==> src/rtl/irq_bank_map.svh <==
// register offsets, field positions and the priority reset value of the flag, enable and priority bank
`ifndef IRQ_BANK_MAP_SVH
`define IRQ_BANK_MAP_SVH
`define ADDR_FLAG1      4'h0
`define ADDR_FLAG3      4'h1
`define ADDR_FLAG4      4'h2
`define ADDR_EN0        4'h3
`define ADDR_EN1        4'h4
`define ADDR_EN3        4'h5
`define ADDR_EN4        4'h6
`define ADDR_PRIO0      4'h7
`define ADDR_CPU_LEVEL  4'h8
`define ADDR_IRQ_STAT   4'h9
`define ADDR_IRQ_MASK   4'ha
`define MASK_FLAG1      16'h20db
`define MASK_FLAG3      16'h8600
`define MASK_FLAG4      16'h0602
`define MASK_EN0        16'h3fef
`define MASK_PRIO0      16'h7777
`define MASK_LEVEL      16'h000f
`define MASK_STAT       16'h0007
`define RESET_PRIO0     16'h4444
`define PRIO_TIMER_A    14:12
`define PRIO_COMPARE1   10:8
`define PRIO_CAPTURE1   6:4
`define PRIO_EXT_IRQ0   2:0
`define BIT_EXT_IRQ0    0
`define BIT_CAPTURE1    1
`define BIT_COMPARE1    2
`define BIT_TIMER_A     3
`define LEVEL_TOP_BIT   3
`define PRIO_OFF        3'h0
`define PRIO_STRIDE     4
`define PRIO_WIDTH      3
`define BIT_EXT_IRQ2    13
`define BIT_CAPTURE8    7
`define BIT_CAPTURE7    6
`define BIT_EXT_IRQ1    4
`define BIT_CHG_NOTIFY  3
`define BIT_TW_MASTER   1
`define BIT_TW_SLAVE    0
`define BIT_PWM_A_FAULT 15
`define BIT_ENCODER     10
`define BIT_PWM_A_ERR   9
`define BIT_PWM_B_FAULT 10
`define BIT_PWM_B_ERR   9
`define BIT_SERIAL_ERR  1
`endif

==> src/rtl/irq_bank_pkg.sv <==
// types of the flag, enable and priority bank
package irq_bank_pkg;
	typedef struct packed {
		logic [3:0]  addr;
		logic [15:0] wdata;
		logic        wr;
		logic        rd;
	} bus_req_type;
	typedef struct packed {
		logic [15:0] flag1;
		logic [15:0] flag3;
		logic [15:0] flag4;
		logic [15:0] en0;
		logic [15:0] en1;
		logic [15:0] en3;
		logic [15:0] en4;
		logic [15:0] prio0;
		logic [3:0]  cpu_level;
		logic [2:0]  stat;
		logic [2:0]  mask;
		logic [15:0] rdata;
		logic [15:0] pend1;
		logic [15:0] pend3;
		logic [15:0] pend4;
		logic [3:0]  pend0;
		logic        irq;
	} bank_state_type;
endpackage

==> src/rtl/irq_flag_enable_bank.sv <==
// flag, enable and priority register bank of the interrupt controller
`include "irq_bank_map.svh"
module irq_flag_enable_bank
	import irq_bank_pkg::*;
(
	input  wire logic        clk,
	input  wire logic        rst,
	input  wire logic [3:0]  addr,
	input  wire logic [15:0] wdata,
	input  wire logic        wr,
	input  wire logic        rd,
	output logic      [15:0] rdata,
	input  wire logic [15:0] req1,
	input  wire logic [15:0] req3,
	input  wire logic [15:0] req4,
	input  wire logic [3:0]  req0,
	input  wire logic [3:0]  req0_flag_held,
	output logic      [15:0] pend1,
	output logic      [15:0] pend3,
	output logic      [15:0] pend4,
	output logic      [3:0]  pend0,
	output logic      [11:0] prio0_out,
	output logic      [3:0]  cpu_level,
	output logic             irq
);
	bank_state_type s_q;
	bank_state_type s_d;
	bus_req_type    b;
	logic [3:0]     prio_on;
	logic [3:0]     prio_allowed;
	logic [2:0]     ev;
	logic [15:0]    wm1;
	logic [15:0]    wm3;
	logic [15:0]    wm4;

	// bundle the bus port
	assign b = '{addr: addr, wdata: wdata, wr: wr, rd: rd};

	// per-field priority checks for the four sources of the first priority word
	// rank against cpu level
	// source k owns the priority field that starts at bit k times the stride
	for (genvar k = 0; k < 4; k++) begin : g_src
		assign prio_on[k]      = s_q.prio0[`PRIO_STRIDE*k +: `PRIO_WIDTH] != `PRIO_OFF;
		assign prio_allowed[k] = {1'b0, s_q.prio0[`PRIO_STRIDE*k +: `PRIO_WIDTH]}
			> s_q.cpu_level;
	end

	// write masks of the flag words
	assign wm1 = `MASK_FLAG1;
	assign wm3 = `MASK_FLAG3;
	assign wm4 = `MASK_FLAG4;

	// next state: bus writes, request capture, pending and interrupt
	always_comb begin
		s_d = s_q;
		ev  = 3'h0;
		if (b.wr) begin
			unique case (b.addr)
				`ADDR_FLAG1:     s_d.flag1 = b.wdata & wm1;
				`ADDR_FLAG3:     s_d.flag3 = b.wdata & wm3;
				`ADDR_FLAG4:     s_d.flag4 = b.wdata & wm4;
				`ADDR_EN0:       s_d.en0 = b.wdata & `MASK_EN0;
				`ADDR_EN1:       s_d.en1 = b.wdata & wm1;
				`ADDR_EN3:       s_d.en3 = b.wdata & wm3;
				`ADDR_EN4:       s_d.en4 = b.wdata & wm4;
				`ADDR_PRIO0:     s_d.prio0 = b.wdata & `MASK_PRIO0;
				`ADDR_CPU_LEVEL: s_d.cpu_level = b.wdata[3:0];
				`ADDR_IRQ_MASK:  s_d.mask = b.wdata[2:0];
				default:         s_d.rdata = s_d.rdata;
			endcase
		end
		// requests set flags, set wins over a clearing write
		s_d.flag1 = s_d.flag1 | (req1 & wm1);
		s_d.flag3 = s_d.flag3 | (req3 & wm3);
		s_d.flag4 = s_d.flag4 | (req4 & wm4);
		ev[0] = |(req1 & wm1 & ~s_q.flag1);
		ev[1] = |(req3 & wm3 & ~s_q.flag3);
		ev[2] = |(req4 & wm4 & ~s_q.flag4);
		// read data, one cycle after the strobe
		s_d.rdata = 16'h0000;
		if (b.rd) begin
			unique case (b.addr)
				`ADDR_FLAG1:     s_d.rdata = s_q.flag1;
				`ADDR_FLAG3:     s_d.rdata = s_q.flag3;
				`ADDR_FLAG4:     s_d.rdata = s_q.flag4;
				`ADDR_EN0:       s_d.rdata = s_q.en0;
				`ADDR_EN1:       s_d.rdata = s_q.en1;
				`ADDR_EN3:       s_d.rdata = s_q.en3;
				`ADDR_EN4:       s_d.rdata = s_q.en4;
				`ADDR_PRIO0:     s_d.rdata = s_q.prio0;
				`ADDR_CPU_LEVEL: s_d.rdata = {12'h000, s_q.cpu_level};
				`ADDR_IRQ_STAT:  s_d.rdata = {13'h0000, s_q.stat};
				`ADDR_IRQ_MASK:  s_d.rdata = {13'h0000, s_q.mask};
				default:         s_d.rdata = 16'h0000;
			endcase
		end
		// sticky events cleared by a status read, new events win
		if (b.rd && b.addr == `ADDR_IRQ_STAT)
			s_d.stat = 3'h0;
		s_d.stat = s_d.stat | ev;
		// pending when flag and enable are set
		s_d.pend1 = s_q.flag1 & s_q.en1;
		s_d.pend3 = s_q.flag3 & s_q.en3;
		s_d.pend4 = s_q.flag4 & s_q.en4;
		// top level bit blocks user sources
		s_d.pend0 = req0_flag_held & s_q.en0[3:0] & prio_on & prio_allowed
			& {4{~s_q.cpu_level[`LEVEL_TOP_BIT]}};
		s_d.irq = |(s_q.stat & s_q.mask);
	end

	// state register
	// priority reset value
	always_ff @(posedge clk or posedge rst) begin
		if (rst) begin
			s_q       <= '0;
			s_q.prio0 <= `RESET_PRIO0;
		end else begin
			s_q <= s_d;
		end
	end

	// outputs straight from flip-flops
	assign rdata     = s_q.rdata;
	assign pend1     = s_q.pend1;
	assign pend3     = s_q.pend3;
	assign pend4     = s_q.pend4;
	assign pend0     = s_q.pend0;
	assign prio0_out = {s_q.prio0[`PRIO_TIMER_A], s_q.prio0[`PRIO_COMPARE1],
		s_q.prio0[`PRIO_CAPTURE1], s_q.prio0[`PRIO_EXT_IRQ0]};
	assign cpu_level = s_q.cpu_level;
	assign irq       = s_q.irq;
endmodule

==> config.mk <==
export PLATFORM = sky130hd
export DESIGN_NAME = irq_flag_enable_bank
export DESIGN_NICKNAME = d
export VERILOG_FILES = /design/src/rtl/irq_bank_pkg.sv /design/src/rtl/irq_flag_enable_bank.sv
export VERILOG_INCLUDE_DIRS = /design/src /design/src/rtl
export SDC_FILE = /design/constraint.sdc
export NUM_CORES = 1
export LEC_CHECK = 0
export ABC_AREA = 1
export BUFFER_PORTS_ARGS = -buffer_cell sky130_fd_sc_hd__buf_4
export CAP_MARGIN = 20
export CORE_MARGIN = 3
export CORE_UTILIZATION = 50
export CTS_CLUSTER_DIAMETER = 150
export DETAILED_ROUTE_END_ITERATION = 12
export PLACE_DENSITY = 0.79
export RECOVER_POWER = 50
export SKIP_CTS_REPAIR_TIMING = 1
export SLEW_MARGIN = 20
export SYNTH_ARGS = -nofsm -noshare
export SYNTH_HDL_FRONTEND = slang
export SYNTH_SLANG_ARGS = --single-unit
==> constraint.sdc <==
create_clock -name clk -period 5.4 [get_ports clk]
set_clock_uncertainty 0.15 [all_clocks]
set_input_delay 0.27 -clock clk [delete_from_list [all_inputs] [get_ports clk]]
set_output_delay 0.27 -clock clk [all_outputs]
set_load 0.005 [all_outputs]
=== Word-level counts from Yosys, hierarchy flattened ===
Cells that the tools add are included.

* Multiplexer cells: 13
* Eq/ne operators: 10
* Reduce and logical (&&, ||, !) cells: 17
* $lt $le $gt $ge: 4
* Bitwise logic cells: 19

{| class="wikitable"
|+ Operators by type and width
! cell !! number
|-
| one-hot mux 16 bit (11 select lines) || 1
|-
| two-way mux 132 bit || 1
|-
| two-way mux 16 bit || 5
|-
| NOT 16 bit || 3
|-
| OR reduction 16 bit || 3
|-
| AND 16 bit || 2
|-
| two-way mux 14 bit || 2
|-
| AND 11 x 16 -> 16 bit || 1
|-
| AND 14 x 16 -> 16 bit || 1
|-
| AND 16 x 11 -> 16 bit || 1
|-
| AND 16 x 14 -> 16 bit || 1
|-
| AND 4 bit || 4
|-
| equality test 4 x 3 -> 1 bit, second input constant || 4
|-
| greater-than comparator 3 x 4 -> 1 bit || 4
|-
| bitwise OR 16 x 11 -> 16 bit || 1
|-
| bitwise OR 16 x 14 -> 16 bit || 1
|-
| bitwise OR 16 bit || 1
|-
| two-way mux 15 bit || 1
|-
| AND reduction 2 bit || 7
|-
| equality test 4 bit, second input constant || 3
|-
| nonzero test 3 bit || 4
|-
| two-way mux 11 bit || 1
|-
| equality test 4 x 2 -> 1 bit, second input constant || 2
|-
| equality test 4 x 1 -> 1 bit, second input constant || 1
|-
| 8 further kinds || 8
|}

* Logic and storage cells: 80
* Register bits: 165
* Input bits: 80
* Output and inout port bits: 85

=== Depth between registers and ports, before layout ===
* Word-level depth: 4
* Mapped depth: 9
* Depth with buffers taken out: 9

=== Worst setup path before layout ===
No wires, ideal clock.

* Kind: reg2reg
* From: register s_q, in the netlist prio0_out[11]
* To: register s_q, in the netlist pend0[3]
* Setup slack: 3.976 ns
* Path buffers: 0
* Data arrival time: 1.173 ns
* Setup time: 0.101 ns
* Clock period less this slack: 1.424 ns
* Cell stages (with the launch flop): 4
* Path through: dfstp_2 ha_1 and3_1 nor4_1

{| class="wikitable"
|+ RTL lines
! item !! line !! RTL
|-
| start: declaration || irq_flag_enable_bank.sv:26 || <nowiki>bank_state_type s_q;</nowiki>
|}

==> summary.txt <==
Routing
  • DR top layer: met4
  • WL met3: a little over 800 um
  • First-iteration detailed-routing DRC count: 218
  • Met1 WL: 4.58 mm
  • Drt pass-1 iters: 5
  • Routed Antenna Nets: 0
  • Via count: 3840
  • DRT Wirelength: between 10 and 15 mm
  • DR vias/cell: 5.00
  • Routed WL per cell: roughly 14 um
  • Residual DRC count: 0
  • Met2 routed WL: approximately 5.4 mm

GRT
  • Largest net degree at the start of global routing: 65
  • Initial antenna violation count: 0
  • Number of global-route vias before repair: 3608
  • Gr usage total: around a fifth
  • First-pass GRT wire length: roughly 17 mm
  • Total global routing overflow: 0

Floorplanning
  • I/O pin count: around 170
  • Total core area: 0.00937 mm2
  • Die area: 0.0110 mm2
  • Initial core utilization: approximately 52%
  • Die height: 105 um
  • # rows: 35
  • Die X: 105 um

Setup path
  • RR Startpoint: cpu_level[1]
  • Reg-to-reg endpoint: pend0[3]
  • Buffers plus inverters on the worst setup path: 4
  • Critical path type: in -> async
  • CP top delay family: buffers and inverters
  • Setup crit start: rst
  • Worst setup path end: s_q[191]
  • FF-to-FF path depth: 6
  • Worst path depth: 4
  • Critical-path cell list: dlygate4sd3_1 -> clkbuf_4 -> clkinvlp_2 -> buf_4
  • CP peak stage delay: about 0.79 ns
  • Crit path DAT: between 2 and 3 ns
  • Slowest cell on the critical path: clkinvlp_2
  • Crit path max fanout: 64
  • CP endpoint kind: asynchronous set/reset pin
  • Worst path required time: 5.66 ns
  • R2R setup slack: 3.78 ns
  • Setup crit start kind: primary input

Run
  • Max-Cap Viols: 0

Timing
  • Setup TNS Final: 0 ns
  • Final Slew Violations: 0
  • Highest Clock Rate: 438 MHz
  • Final critical-path share of the clock period: 42.3%
  • Minimum clock period: 2.29 ns
  • RSZ-0062 raised after global routing: no
  • Slew @ Worst Pin: around 1.4 ns
  • Relative slew margins: 7.80%
  • Setup ws final: ~3.1 ns
  • Fin. Hold Viols: 3
  • Hold slack: -0.0236 ns
  • Final setup viols: 0

Placed design
  • Port bufs: 90
  • Detailed placement HPWL: 8.01 mm
  • Placed Cells: 737
  • DP Worst Slack: 3.29 ns
  • Routability cong.: 0.927

Logic synthesis
  • Cells after Synth: 576
  • Synth Register Bits: 95
  • Syn avg cell area: 8.51 um2
  • Mapped Area: 0.00490 mm2
  • Synth area leader: dfrtp_1
  • Unique cell type count in the Yosys netlist: 31
  • Register area share after synthesis: 48.6%
  • Share of the synthesized area in the top cell type: 46.5%
  • Yosys warning count: 0
  • Main area contributors after synthesis: dfrtp_1, buf_4, nand2_1, o21ai_0, inv_1

Final layout
  • Ant. Diodes: 0
  • Commonest non-fill, non-tap cell in the layout: nand2_1
  • Layout cells sized above 1: 17.5%
  • Final net count: 727
  • Commonest non-fill, non-tap cells in the layout: nand2_1, dfrtp_1, inv_1
  • Finished Layout Cells: about 770
  • Area Overhead vs Synth: 11.1%

CTS
  • Root Driver: clkbuf_8
  • # clock sinks: 95
  • Clock Latency Late Sink: 0.36 ns
  • Clock-pin slew on the worst setup and hold paths: 0.08 ns
  • CTS tree: yes
  • CTS Buffer Depth: 2
  • Inserted Clock Buffers: 9
  • CTS H-tree depth: 3

Min path
  • WHS Path Cells: 3
  • Hold Path Class: in -> reg

Run status
  • Outcome: complete, but fails checks
  • Violated checks: hold timing

Power and ir drop
  • Pwr Total: 0.00168 W
  • PwrDens: 309 mW/mm2
  • Leak: 2.88 nW
  • Max rail drop VDD: 0.000135 V
-- area by class of cell --
class	instances	area, um2
Timing Repair Buffer	107	825
Multi-Input combinational cell	355	1660
Fill cell	886	3920
Sequential cell	95	2380
Tap cell	129	161
Clock buffer	9	124
Inverter	67	253
Clock inverter	6	38.8
-- state kept, by name (all words and copies together) (netlist names) --
| register | count |
|---|---|
| cpu_level | 4 |
| irq | 1 |
| pend0 | 4 |
| pend1 | 7 |
| pend3 | 3 |
| pend4 | 3 |
| prio0_out | 12 |
| rdata | 16 |
| s_q | 45 |
-- cells in the mapped netlist, drive strengths merged --
cell type,n
conb,1
o22ai,1
a21oi,24
nand2,135
a22o,1
ha,12
and3,1
nor2,35
buf,90
dfstp,4
o211ai,1
a211oi,2
o2111ai,2
mux2,2
nor3,8
nand3,28
inv,67
o21bai,2
nand4,2
clkbuf,3
o21ai,62
dfrtp,91
nor4,2
-- metal layers --
layer  vias to the layer above  global-route usage, %
met5                         -                      0
met4                         0                   5.81
met3                         9                   4.14
met2                       162                   33.1
met1                      1836                   25.9
li1                       1833                      -
-- where the power goes --
part | total [W] | internal [W] | switching [W]
Combinational | 0.000371 | 0.000177 | 0.000194
Sequential | 0.000909 | 0.000823 | 0.0000870
Clock | 0.000402 | 0.000163 | 0.000239
-- metrics by stage --
stage               util, %  instance area [um2]
floorplan                 -                 5030
global placement       55.3                 5190
detailed placement     55.3                 5190
CTS                    57.1                 5350
global route           58.1                 5450
finish                 58.1                 5450
-- worst min-delay path by stage --
stage / startpoint / end / slack, ns
floorplan: rd / rdata[1] / 0.22
global placement: rst / rdata[11] / 0.17
detailed placement: rst / rdata[11] / 0.18
CTS: rst / rdata[11] / -0.21
global route: rd / rdata[4] / 0.002
finish: req3[9] / s_q[184] / -0.02
-- kinds of logic (layout without fill, tap and decap cells) --
kind of cell	Yosys count	in the layout	synth area share, %
and+or+nand+nor	211	211	18.4
buffers and inverters	160	189	19.2
AOI/OAI and AO/OA	95	95	10.2
DFF	95	95	48.6
adders and majority gates	12	12	3.06
muxes	2	2	0.459
other	1	35	0.0765
-- tightest hold or removal path: stages --
cell     delay [ns]
buf_4          0.08
a21oi_1        0.03
o21ai_0        0.06
(Power assumes the default switching activity.)
